**src/verilog/dual_timer_pkg.sv**
```systemverilog
// constants, field layout and codes of the dual 8-bit timer
// assumes a 32-bit AXI4-Lite slave with byte addresses
package dual_timer_pkg;
	localparam int AXI_ADDR_W = 8;
	localparam logic [AXI_ADDR_W-1:0] OFF_COUNT = 8'h00;
	localparam logic [AXI_ADDR_W-1:0] OFF_CONST_A = 8'h04;
	localparam logic [AXI_ADDR_W-1:0] OFF_CONST_B = 8'h08;
	localparam logic [AXI_ADDR_W-1:0] OFF_CTRL = 8'h0C;
	localparam logic [AXI_ADDR_W-1:0] OFF_CLKCTL = 8'h10;
	localparam logic [AXI_ADDR_W-1:0] OFF_STATUS = 8'h14;
	localparam logic [7:0] RST_COUNT = 8'h00;
	localparam logic [7:0] RST_CONST = 8'hFF;
	localparam logic [7:0] RST_CTRL = 8'h00;
	localparam logic [7:0] RST_CLKCTL = 8'h00;
	localparam logic [7:0] RST_STATUS = 8'h00;
	localparam logic [7:0] CLKCTL_MASK = 8'h0B;
	localparam int CTRL_MB_IE = 7;
	localparam int CTRL_MA_IE = 6;
	localparam int CTRL_WRAP_IE = 5;
	localparam int CTRL_CLR_LSB = 3;
	localparam int CTRL_CKS_LSB = 0;
	localparam int CLK_RESET_INPUT_SELECT = 3;
	localparam int CLK_PRESCALE_TAP_SEL_1 = 1;
	localparam int CLK_PRESCALE_TAP_SEL_0 = 0;
	localparam int STAT_MB_FLAG = 7;
	localparam int STAT_MA_FLAG = 6;
	localparam int STAT_WRAP_FLAG = 5;
	localparam int STAT_ADC_EN = 4;
	localparam int STAT_OSB_LSB = 2;
	localparam int STAT_OSA_LSB = 0;
	localparam int PRESCALE_W = 13;
	localparam logic [3:0] TAP_DIV2 = 4'h0;
	localparam logic [3:0] TAP_DIV8 = 4'h2;
	localparam logic [3:0] TAP_DIV32 = 4'h4;
	localparam logic [3:0] TAP_DIV64 = 4'h5;
	localparam logic [3:0] TAP_DIV1024 = 4'h9;
	localparam logic [3:0] TAP_DIV8192 = 4'hC;
	localparam logic [1:0] RESP_OKAY = 2'h0;
	localparam logic [1:0] RESP_DECERR = 2'h3;
	typedef enum logic [2:0] {CK_OFF = 3'b000, CK_FAST = 3'b001,
		CK_MID = 3'b010, CK_SLOW = 3'b011, CK_CASCADE = 3'b100,
		CK_EXT_RISE = 3'b101, CK_EXT_FALL = 3'b110} clk_sel_t;
	typedef enum logic [1:0] {CLR_NONE = 2'b00, CLR_MATCH_A = 2'b01,
		CLR_MATCH_B = 2'b10, CLR_EXT = 2'b11} clr_sel_t;
	typedef enum logic [1:0] {OUT_KEEP = 2'b00, OUT_LOW = 2'b01,
		OUT_HIGH = 2'b10, OUT_TOGGLE = 2'b11} out_act_t;
endpackage
```
**src/verilog/dual_channel_8bit_timer.sv**
```systemverilog
// two cascadable 8-bit compare-match timer channels, AXI4-Lite slave
// assumes pins synchronous to MCLK; channel 0 sits in byte lane 1
//
// Chosen here: the placing of the registers and register access over AXI4-Lite.
`timescale 1ns/1ps
module dual_channel_8bit_timer (
	input wire logic MCLK,
	input wire logic RST,
	input wire logic [dual_timer_pkg::AXI_ADDR_W-1:0] AWADDR,
	input wire logic AWVALID,
	output logic AWREADY,
	input wire logic [31:0] WDATA,
	input wire logic [3:0] WSTRB,
	input wire logic WVALID,
	output logic WREADY,
	output logic [1:0] BRESP,
	output logic BVALID,
	input wire logic BREADY,
	input wire logic [dual_timer_pkg::AXI_ADDR_W-1:0] ARADDR,
	input wire logic ARVALID,
	output logic ARREADY,
	output logic [31:0] RDATA,
	output logic [1:0] RRESP,
	output logic RVALID,
	input wire logic RREADY,
	input wire logic [1:0] EXT_CLOCK_PIN,
	input wire logic [1:0] EXT_RESET_PIN,
	output logic [1:0] TIMER_OUT_PIN,
	output logic [1:0] MATCH_A_IRQ,
	output logic [1:0] MATCH_B_IRQ,
	output logic [1:0] WRAP_IRQ,
	output logic ADC_TRIGGER
);
	import dual_timer_pkg::*;

	logic aw_held;
	logic w_held;
	logic [AXI_ADDR_W-1:0] wr_addr;
	logic [31:0] wr_data;
	logic [3:0] wr_strb;
	logic do_write;
	logic [31:0] rd_word;
	logic rd_known;
	logic [7:0] count [2];
	logic [7:0] const_a [2];
	logic [7:0] const_b [2];
	logic [7:0] ctrl [2];
	logic [7:0] clkctl [2];
	logic [7:0] status [2];
	logic [7:0] wbyte [2];
	logic [1:0] wr_count;
	logic [1:0] wr_ctrl;
	logic [1:0] wr_status;
	logic [1:0] sup_a;
	logic [1:0] sup_b;
	logic [1:0] match_a_q;
	logic [1:0] match_b_q;
	logic [1:0] match_a_ev;
	logic [1:0] match_b_ev;
	logic [1:0] step;
	logic [1:0] clear;
	logic [1:0] wrap_ev;
	logic [1:0] ext_clk_q;
	logic [1:0] ext_rst_q;
	logic [PRESCALE_W-1:0] prescale;
	logic [PRESCALE_W-1:0] prescale_q;

	function automatic logic known_reg(input logic [AXI_ADDR_W-1:0] a);
		return a == OFF_COUNT || a == OFF_CONST_A || a == OFF_CONST_B ||
			a == OFF_CTRL || a == OFF_CLKCTL || a == OFF_STATUS;
	endfunction

	function automatic logic wr_hit(input logic [AXI_ADDR_W-1:0] a,
			input logic [AXI_ADDR_W-1:0] off, input logic go);
		return go && a == off;
	endfunction

	// one count edge for a channel, chosen by its clock selects
	function automatic logic clk_step(input logic [2:0] cks,
			input logic prescale_tap_sel_1, input logic prescale_tap_sel_0,
			input logic [PRESCALE_W-1:0] pre,
			input logic [PRESCALE_W-1:0] pre_q,
			input logic xrise, input logic xfall, input logic casc);
		logic [3:0] tap;
		logic rise;
		logic fall;
		logic hit;
		tap = TAP_DIV8;
		case (clk_sel_t'(cks))
			CK_FAST: tap = prescale_tap_sel_0 ? TAP_DIV2 : TAP_DIV8;
			CK_MID: tap = prescale_tap_sel_0 ? TAP_DIV32 : TAP_DIV64;
			CK_SLOW: tap = prescale_tap_sel_0 ? TAP_DIV1024 : TAP_DIV8192;
			default: tap = TAP_DIV8;
		endcase
		rise = pre[tap] & ~pre_q[tap];
		fall = ~pre[tap] & pre_q[tap];
		case (clk_sel_t'(cks))
			CK_OFF: hit = 1'b0;
			CK_FAST, CK_MID, CK_SLOW: hit = prescale_tap_sel_1 ? fall : rise;
			CK_CASCADE: hit = casc;
			CK_EXT_RISE: hit = xrise;
			CK_EXT_FALL: hit = xfall;
			default: hit = 1'b0;
		endcase
		return hit;
	endfunction

	function automatic logic out_next(input logic cur, input logic [1:0] act);
		logic v;
		case (out_act_t'(act))
			OUT_LOW: v = 1'b0;
			OUT_HIGH: v = 1'b1;
			OUT_TOGGLE: v = ~cur;
			default: v = cur;
		endcase
		return v;
	endfunction

	// bus slave: address and data taken in either order
	assign AWREADY = !aw_held && !BVALID;
	assign WREADY = !w_held && !BVALID;
	assign ARREADY = !RVALID;
	assign do_write = aw_held && w_held && !BVALID;

	always_ff @(posedge MCLK or posedge RST) begin
		if (RST) begin
			aw_held <= 1'b0;
			wr_addr <= '0;
		end else if (AWVALID && AWREADY) begin
			aw_held <= 1'b1;
			wr_addr <= AWADDR;
		end else if (do_write) begin
			aw_held <= 1'b0;
		end
	end
	always_ff @(posedge MCLK or posedge RST) begin
		if (RST) begin
			w_held <= 1'b0;
			wr_data <= '0;
			wr_strb <= '0;
		end else if (WVALID && WREADY) begin
			w_held <= 1'b1;
			wr_data <= WDATA;
			wr_strb <= WSTRB;
		end else if (do_write) begin
			w_held <= 1'b0;
		end
	end
	always_ff @(posedge MCLK or posedge RST) begin
		if (RST) begin
			BVALID <= 1'b0;
			BRESP <= RESP_OKAY;
		end else if (do_write) begin
			BVALID <= 1'b1;
			BRESP <= known_reg(wr_addr) ? RESP_OKAY : RESP_DECERR;
		end else if (BREADY) begin
			BVALID <= 1'b0;
		end
	end
	// channel 0 in the high byte so a 16-bit read sees one cascaded value
	always_comb begin
		rd_known = known_reg(ARADDR);
		rd_word = '0;
		case (ARADDR)
			OFF_COUNT: rd_word[15:0] = {count[0], count[1]};
			OFF_CONST_A: rd_word[15:0] = {const_a[0], const_a[1]};
			OFF_CONST_B: rd_word[15:0] = {const_b[0], const_b[1]};
			OFF_CTRL: rd_word[15:0] = {ctrl[0], ctrl[1]};
			OFF_CLKCTL: rd_word[15:0] = {clkctl[0], clkctl[1]};
			OFF_STATUS: rd_word[15:0] = {status[0], status[1]};
			default: rd_word = '0;
		endcase
	end
	always_ff @(posedge MCLK or posedge RST) begin
		if (RST) begin
			RVALID <= 1'b0;
			RDATA <= '0;
			RRESP <= RESP_OKAY;
		end else if (ARVALID && ARREADY) begin
			RVALID <= 1'b1;
			RDATA <= rd_word;
			RRESP <= rd_known ? RESP_OKAY : RESP_DECERR;
		end else if (RREADY) begin
			RVALID <= 1'b0;
		end
	end
	// lane decode and the counting chain; channel 1 settles before 0
	always_comb begin
		for (int i = 0; i < 2; i++) begin
			wbyte[i] = wr_data[(1 - i) * 8 +: 8];
			wr_count[i] = wr_hit(wr_addr, OFF_COUNT, do_write)
				&& wr_strb[1 - i];
			wr_ctrl[i] = wr_hit(wr_addr, OFF_CTRL, do_write) && wr_strb[1 - i];
			wr_status[i] = wr_hit(wr_addr, OFF_STATUS, do_write)
				&& wr_strb[1 - i];
			sup_a[i] = wr_hit(wr_addr, OFF_CONST_A, do_write)
				&& wr_strb[1 - i];
			sup_b[i] = wr_hit(wr_addr, OFF_CONST_B, do_write)
				&& wr_strb[1 - i];
			match_a_ev[i] = count[i] == const_a[i] && !sup_a[i]
				&& !match_a_q[i];
			match_b_ev[i] = count[i] == const_b[i] && !sup_b[i]
				&& !match_b_q[i];
			case (clr_sel_t'(ctrl[i][CTRL_CLR_LSB +: 2]))
				CLR_MATCH_A: clear[i] = match_a_ev[i];
				CLR_MATCH_B: clear[i] = match_b_ev[i];
				CLR_EXT: clear[i] = clkctl[i][CLK_RESET_INPUT_SELECT] ? EXT_RESET_PIN[i]
					: EXT_RESET_PIN[i] & ~ext_rst_q[i];
				default: clear[i] = 1'b0;
			endcase
		end
		step = '0;
		wrap_ev = '0;
		for (int k = 1; k >= 0; k--) begin
			step[k] = clk_step(ctrl[k][CTRL_CKS_LSB +: 3],
				clkctl[k][CLK_PRESCALE_TAP_SEL_1], clkctl[k][CLK_PRESCALE_TAP_SEL_0], prescale,
				prescale_q, EXT_CLOCK_PIN[k] & ~ext_clk_q[k],
				~EXT_CLOCK_PIN[k] & ext_clk_q[k],
				k == 0 ? wrap_ev[1] : match_a_ev[0]);
			wrap_ev[k] = step[k] && count[k] == 8'hFF && !clear[k]
				&& !wr_count[k];
		end
	end

	// taps of a free-running divider; bit n divides by 2^(n+1)
	always_ff @(posedge MCLK or posedge RST) begin
		if (RST) begin
			prescale <= '0;
			prescale_q <= '0;
		end else begin
			prescale <= prescale + 1'b1;
			prescale_q <= prescale;
		end
	end
	always_ff @(posedge MCLK or posedge RST) begin
		if (RST) begin
			ext_clk_q <= '0;
			ext_rst_q <= '0;
			match_a_q <= '0;
			match_b_q <= '0;
		end else begin
			ext_clk_q <= EXT_CLOCK_PIN;
			ext_rst_q <= EXT_RESET_PIN;
			for (int i = 0; i < 2; i++) begin
				match_a_q[i] <= count[i] == const_a[i] && !sup_a[i];
				match_b_q[i] <= count[i] == const_b[i] && !sup_b[i];
			end
		end
	end

	// software write wins over clear, clear wins over a count edge
	always_ff @(posedge MCLK or posedge RST) begin
		if (RST) begin
			count[0] <= RST_COUNT;
			count[1] <= RST_COUNT;
		end else begin
			for (int i = 0; i < 2; i++) begin
				if (wr_count[i]) begin
					count[i] <= wbyte[i];
				end else if (clear[i]) begin
					count[i] <= RST_COUNT;
				end else if (step[i]) begin
					count[i] <= count[i] + 8'h01;
				end
			end
		end
	end
	always_ff @(posedge MCLK or posedge RST) begin
		if (RST) begin
			for (int i = 0; i < 2; i++) begin
				const_a[i] <= RST_CONST;
				const_b[i] <= RST_CONST;
				ctrl[i] <= RST_CTRL;
				clkctl[i] <= RST_CLKCTL;
			end
		end else begin
			for (int i = 0; i < 2; i++) begin
				if (sup_a[i]) begin
					const_a[i] <= wbyte[i];
				end
				if (sup_b[i]) begin
					const_b[i] <= wbyte[i];
				end
				if (wr_ctrl[i]) begin
					ctrl[i] <= wbyte[i];
				end
				if (wr_hit(wr_addr, OFF_CLKCTL, do_write) && wr_strb[1 - i]) begin
					clkctl[i] <= wbyte[i] & CLKCTL_MASK;
				end
			end
		end
	end

	// flags clear by writing one; an event in the same cycle still sets
	always_ff @(posedge MCLK or posedge RST) begin
		if (RST) begin
			status[0] <= RST_STATUS;
			status[1] <= RST_STATUS;
		end else begin
			for (int i = 0; i < 2; i++) begin
				if (wr_status[i]) begin
					status[i][STAT_ADC_EN:0] <= wbyte[i][STAT_ADC_EN:0];
				end
				status[i][STAT_MB_FLAG] <= match_b_ev[i] |
					(status[i][STAT_MB_FLAG] &
					~(wr_status[i] & wbyte[i][STAT_MB_FLAG]));
				status[i][STAT_MA_FLAG] <= match_a_ev[i] |
					(status[i][STAT_MA_FLAG] &
					~(wr_status[i] & wbyte[i][STAT_MA_FLAG]));
				status[i][STAT_WRAP_FLAG] <= wrap_ev[i] |
					(status[i][STAT_WRAP_FLAG] &
					~(wr_status[i] & wbyte[i][STAT_WRAP_FLAG]));
			end
		end
	end

	// match B is applied after match A, so B decides a tie
	always_ff @(posedge MCLK or posedge RST) begin
		if (RST) begin
			TIMER_OUT_PIN <= '0;
			ADC_TRIGGER <= 1'b0;
		end else begin
			for (int i = 0; i < 2; i++) begin
				TIMER_OUT_PIN[i] <= out_next(out_next(TIMER_OUT_PIN[i],
					match_a_ev[i] ? status[i][STAT_OSA_LSB +: 2] : 2'b00),
					match_b_ev[i] ? status[i][STAT_OSB_LSB +: 2] : 2'b00);
			end
			ADC_TRIGGER <= match_a_ev[0] & status[0][STAT_ADC_EN];
		end
	end

	always_comb begin
		for (int i = 0; i < 2; i++) begin
			MATCH_B_IRQ[i] = status[i][STAT_MB_FLAG] & ctrl[i][CTRL_MB_IE];
			MATCH_A_IRQ[i] = status[i][STAT_MA_FLAG] & ctrl[i][CTRL_MA_IE];
			WRAP_IRQ[i] = status[i][STAT_WRAP_FLAG] & ctrl[i][CTRL_WRAP_IE];
		end
	end
endmodule

```
**config.mk**
```make
export PLATFORM = sky130hd
export DESIGN_NAME = dual_channel_8bit_timer
export DESIGN_NICKNAME = d
export VERILOG_FILES = /design/src/verilog/dual_timer_pkg.sv /design/src/verilog/dual_channel_8bit_timer.sv
export SDC_FILE = /design/constraint.sdc
export NUM_CORES = 1
export LEC_CHECK = 0
export BUFFER_PORTS_ARGS = -buffer_cell sky130_fd_sc_hd__buf_2
export CORE_AREA = 2 2 152 154
export DETAILED_ROUTE_END_ITERATION = 8
export DIE_AREA = 0 0 154 156
export PLACE_DENSITY_LB_ADDON = 0.25
export REMOVE_ABC_BUFFERS = 1
export SYNTH_ARGS = -nofsm -noshare
export SYNTH_HDL_FRONTEND = slang
export SYNTH_SLANG_ARGS = --single-unit
```
**constraint.sdc**
```tcl
create_clock -name MCLK -period 5.9 [get_ports MCLK]
set_clock_uncertainty 0.05 [all_clocks]
set_input_delay 0.295 -clock MCLK [delete_from_list [all_inputs] [get_ports MCLK]]
set_output_delay 0.295 -clock MCLK [all_outputs]
set_load 0.01 [all_outputs]
```
==> impl_metrics.ini, run 1 <==
[status]
status = finished, final reports clean

[pwr]
comb_power_share_pct = 20.5
power.switching_mw = 1.197
seqPwrFrac_pct = 45.6
p_int_mw = 2.427
leakagePower_nw = 4.450
swShare_pct = 33.03
power_density_mw_per_mm2 = 361.1
totalPowerFinal_mw = 3.624
ir_worst_vdd_mv = 0.2710
clkPwrFrac_pct = 33.8

[grt]
grt_use_total_pct = 19.68
grt_overflow = 0
antenna_found_initial = 0
grt_max_degree = 57
grt_first_pass_wirelength_mm = 36.49
grt_pass1_vias = 6266

[placement]
hpwl_mm = 15.60
gp_congestion = 0.8630
io_buffer_count = 78

[drt]
dr_total_vias = 6508
wl_per_cell_um = 19.36
wl_mm = 22.87
ant_nets = 0
drt_iter0_drc = 465
first_pass_iters = 4
viasPerCell = 5.511
drc = 0

[cts]
numCtsBuffers = 17
htreeDepth = 4
ctsLongestPathBuffers = 2
cts_tree = yes
root_buffer = clkbuf_16
clock-sinks = 165
insertion_delay_ns = 0.44
clkTransAtPathRegs_ns = 0.07

[die]
dieWidth_um = 154
coreArea_sq_mm = 0.02237
floorplan.initialDensity_pct = 39.24
fp.dieH_um = 156
rows = 55
die-area_sq_mm = 0.02402
ios = 113

[timing]
tightest_slew_ns = 1.021
setup_tns_ns = 0
fmax_ghz = 0.2640
period_share_pct = 64.19
final-setup-viol-count = 0
rsz0062_at_grt = false
period_minus_slack_ns = 3.788
hold_violations = 0
maxSlewHeadroom_pct = 31.80
finalMaxSlewViolations = 0

[synthesis]
yosys_warnings = 0
synth_edf_count = 0
syn-cell-area_sq_mm = 0.008776
synth_cell_types = 74
syn_inst = 819
ys_ff_latch = 165
ys_seq_area_share_pct = 47.50
synth.avg_cell_area_sq_um = 10.72
async_reset_ff_share_pct = 100.0
synth.top_cell.area_share_pct = 37.92
synth_top_flop_cell = dfrtp_1
synth_top_cells_by_area = dfrtp_1 (38%), mux2_2 (11%), dfstp_2 (9.6%), nand2_1 (3.4%), xnor2_1 (2.6%)
yosysTopAreaCell = dfrtp_1

[cells_and_area]
nets = 949
layout_common_cells = dfrtp_1 (133), mux2_2 (83), nand2_1 (79)
fill_cells = 2128
drive_gt1_share_pct = 29.02
area.growth.synth_to_final_pct = 14.34
final_common_cell = dfrtp_1
diodes = 0

[worst_setup_path]
criticalPathCategory = flip-flop to flip-flop
cp.required_ns = 6.22
cp.arrival_ns = 4.11
reg2reg_from = wr_addr[1]
rr_worst_depth = 7
worstSetupEndpointType = flip-flop
startpoint = wr_addr[1]
crit_fanout = 15
r2r_slack_ns = 2.11
start_kind = flip-flop
rr_endpoint = count[2]
cp-endpoint = count[2]

[worst_hold_path]
worst_hold_path_type = primary input to flip-flop

[run]
drv_cap = 0
[power groups by stage]
stage / sequential, mW / clock, mW / combinational, mW
final: 1.65 / 1.23 / 0.744
after global placement: 1.67 / 0 / 0.732
after global routing: 1.70 / 1.30 / 0.822
after floorplan: 1.56 / 0 / 0.559
after CTS: 1.65 / 1.25 / 0.751
after detailed placement: 1.67 / 0 / 0.742
[worst min-delay path by stage]
| stage | slack, ns | to | start | cells after the start |
|---|---|---|---|---|
| 5_1_grt | 0.01 | wr_data[13] | WDATA[13] | 3 |
| 2_1_floorplan | 0.28 | ext_clk_q[0] | EXT_CLOCK_PIN[0] | 0 |
| 6_report | 0.01 | wr_data[13] | WDATA[13] | 3 |
| 4_1_cts | 0.002 | wr_data[13] | WDATA[13] | 3 |
| 3_5_place_dp | 0.34 | RDATA[3] | RST | 2 |
| 3_3_place_gp | 0.33 | RDATA[3] | RST | 2 |
[layout make-up]
| type | instances | area (sq um) | area share [%] |
|---|---|---|---|
| Clock buffer | 18 | 429.2 | 4.277 |
| Clock inverter | 14 | 210.2 | 2.095 |
| Inverter | 16 | 65.06 | 0.6484 |
| Multi-Input combinational cell | 587 | 4257 | 42.42 |
| Sequential cell | 165 | 4169 | 41.55 |
| Tap cell | 285 | 356.6 | 3.554 |
| Timing Repair Buffer | 96 | 548.0 | 5.461 |
[per-stage QoR]
step           instance area (sq um)  setup slack [ns]  utilization (%)  instances  hold WS [ns]
6_report                       10030             2.113            44.87       1181       0.01457
5_1_grt                        10030             1.860            44.87       1181       0.01073
4_1_cts                        10030             2.145            44.87       1181      0.002189
3_5_place_dp                    9305             2.135            41.61       1140        0.3393
3_3_place_gp                    9305             2.166            41.61       1140        0.3345
2_1_floorplan                   8481             1.146                -        768        0.2764
[timing repair]
item,CTS,global route
hold endpoints to repair,62,0
buffers inserted,0,0
gates resized for setup,0,0
endpoints found under the setup margin,0,0
hold buffers,9,0
[critical path, cell delays in order (launching register included)]
cell and delay (ns):
dfrtp_1 0.38, or4_1 0.74, nor4_4 0.77, nor4_1 0.27, nand3b_1 0.14, nor2b_1 0.81, o21ai_0 0.29, o2bb2a_4 0.27
[cell families (layout without fill, tap and decap cells)]
group	Yosys count	in the layout	share of synthesized area (%)
AOI/OAI and AO/OA	176	176	13.89
xor gates and xnor gates	45	45	4.491
adders and majority gates	3	3	0.4278
buffers and inverters	82	144	4.691
DFF	165	165	47.51
muxes	105	105	13.16
other	1	16	0.04273
and+or+nand+nor	242	242	15.80
[Yosys cell counts, types with 3 or more instances]
cell type,count
o32ai_1,3
dfrtp_1,133
mux2i_1,22
nand2_1,79
xor2_1,19
xnor2_1,26
a21o_1,3
clkbuf_1,37
o21ai_0,42
nor4_4,4
buf_4,19
a2bb2oi_1,5
dfstp_2,32
a221oi_1,3
nor3_1,12
ha_1,3
buf_1,4
nand4_1,8
inv_1,16
a22o_1,12
nor4_1,7
o21a_1,4
nor2b_1,15
and2_1,15
a22oi_1,18
a31oi_1,6
a211oi_1,9
or4bb_1,3
o21ai_1,3
a211oi_2,3
nand3b_1,4
mux2_2,83
o22ai_1,16
nor4bb_1,4
and3_1,14
nand2b_1,5
nand3_1,22
nor2_1,27
a21oi_1,28
buf_6,4
[state kept, by name, indices dropped and copies added (netlist names), 13 cells and up]
register and cells:
RDATA 16, const_a 16, const_b 16, count 16, ctrl 16, status 16, wr_data 16, prescale 13
[per-layer routing]
metal / track usage [%] / vias to the layer above / routed length, um
li1: - / 3070 / -
met1: 28.39 / 3216 / 10980
met2: 30.28 / 189 / 10440
met3: 3.722 / 33 / 1104
met4: 5.518 / 0 / 348
met5: 0 / - / 0
(Power assumes the default switching activity.)
==> run 2: changes to the inputs <==
==> constraint.sdc (replaced) <==
create_clock -name MCLK -period 3.7 [get_ports MCLK]
set_clock_uncertainty 0.05 [all_clocks]
set_input_delay 0.185 -clock MCLK [delete_from_list [all_inputs] [get_ports MCLK]]
set_output_delay 0.185 -clock MCLK [all_outputs]
set_load 0.01 [all_outputs]
==> run 2 against run 1 <==
  * Power up 54%
  * Non-clock buffer count rose by 39
  * Clock-buffer cell count is 4 higher
  * Flip-flop and latch count is the same
  * Combinational power up 75%
  * Largest power group unchanged
==> impl_metrics.ini, run 2 (synthesized netlist as in run 1, its figures left out) <==
[die]
ios = 113
fp.dieH_um = 156
dieWidth_um = 154
die-area_sq_mm = 0.02402
floorplan.initialDensity_pct = 39.24
rows = 55
coreArea_sq_mm = 0.02237

[drt]
ant_nets = 0
drc = 0
first_pass_iters = 5
wl_per_cell_um = 19.23
wl_mm = 23.46
viasPerCell = 5.425
drt_iter0_drc = 421
dr_total_vias = 6618

[cts]
clkTransAtPathRegs_ns = 0.06
root_buffer = clkbuf_16
cts_resized = 0
cts_setup_buffers = 0
htreeDepth = 4
ctsLongestPathBuffers = 2
cts_tree = yes
numCtsBuffers = 17
clock-sinks = 165
cts_hold_buffers = 33
insertion_delay_ns = 0.43

[worst_hold_path]
worstHoldStart = AWVALID
worst_hold_path_type = primary input to flip-flop

[worst_setup_path]
criticalPathCategory = flip-flop to flip-flop
startpoint = wr_addr[1]
worstSetupEndpointType = flip-flop
cp.arrival_ns = 3.50
reg2reg_from = wr_addr[1]
crit_fanout = 15
cp.required_ns = 3.96
start_kind = flip-flop

[run]
drv_cap = 0

[cells_and_area]
seqCellArea_sq_mm = 0.004169
nets = 988
fill_cells = 2112
multi_input_area_sq_mm = 0.004252
drive_gt1_share_pct = 29.09
layout_common_cells = dfrtp_1 (133), mux2_2 (83), nand2_1 (79)
design_area_sq_mm = 0.01031
final_common_cell = dfrtp_1
diodes = 0
area.growth.synth_to_final_pct = 17.45

[timing]
period_minus_slack_ns = 3.238
hold_violations = 0
fmax_ghz = 0.3088
rsz0062_at_grt = false
whs_ns = 0.07139
period_share_pct = 87.53
maxSlewHeadroom_pct = 26.61
tightest_slew_ns = 1.091
finalMaxSlewViolations = 0
final-setup-viol-count = 0

[grt]
grt_first_pass_wirelength_mm = 37.45
antenna_found_initial = 0
grt_use_total_pct = 20.18
grt_overflow = 0
grt_pass1_vias = 6685
grt_max_degree = 70

[pwr]
ir_worst_vdd_mv = 0.3317
power_density_mw_per_mm2 = 543.0
leakagePower_nw = 4.581

[placement]
gp_congestion = 0.8770
dpl_cell_area_sq_mm = 0.009413
io_buffer_count = 78
hpwl_mm = 16.19

[status]
status = finished, final reports clean
## run 2: cell count changes in the layout (fill, tap and decap cells not counted), sizes merged
| cell | before | now |
|---|---|---|
| buf | 87 | 102 |
| clkinvlp | 2 | 4 |
| dlygate4sd3 | 9 | 33 |
| bufinv | 4 | 1 |
| inv | 24 | 17 |
| clkinv | 0 | 4 |
| clkbuf | 18 | 22 |
## run 2: worst max-delay path, cell delays in order (launching register included)
cell      delay, ns
dfrtp_1        0.37
or4_1          0.55
buf_4          0.20
nor4_4         0.21
and4bb_2       0.35
nand2_1        0.08
nand2_1        0.05
nor2b_1        0.75
a22oi_1        0.20
o2bb2a_2       0.30
## run 2: report_power, final
part / internal [mW] / switching [mW] / total (mW) / leakage (nW)
Combinational: 0.641 / 0.664 / 1.30 / 2.30
Clock: 0.966 / 0.747 / 1.71 / 0.263
Sequential: 2.13 / 0.450 / 2.58 / 2.02
Total: 3.74 / 1.86 / 5.60 / 4.58
## run 2: worst paths after layout
| check | endpoint | slack (ns) | cells past startpoint |
|---|---|---|---|
| worst max-delay path | count[3] | 0.46 | 9 |
| worst min-delay path | aw_held | 0.07 | 3 |
| worst max register to register | count[3] | 0.46 | 9 |
| worst min register to register | RDATA[8] | 0.43 | 2 |
| max in group asynchronous | const_b[12] | 2.26 | 4 |
| min in group asynchronous | RDATA[3] | 0.36 | 3 |
## run 2: area by class of cell
cell class / count / share of cell area (%)
clock buffers: 22 / 4.504
clock inverters: 10 / 0.9711
inverters: 16 / 0.6312
multi-input cells: 587 / 41.25
flip-flops and latches: 165 / 40.45
well taps: 285 / 3.460
repair buffers: 135 / 8.740
## run 2: per-layer routing
layer,part of all wire [%],vias to the layer above,global-route usage (%)
met5,0,-,0
met4,1.7,0,6.186
met3,5.1,30,4.111
met2,45,189,31.37
met1,48,3247,28.46
li1,-,3152,-
## run 2: metrics by stage
stage	std cells	total power [mW]	TNS, ns	util (%)	setup slack, ns
after global placement	1155	3.869	0	42.09	0.5224
after CTS	1220	5.644	0	46.09	0.4683
after detailed placement	1155	3.887	0	42.09	0.5045
after global routing	1220	5.902	0	46.09	0.2647
final	1220	5.597	0	46.09	0.4616
after floorplan	768	3.386	-125.52	-	-0.9437
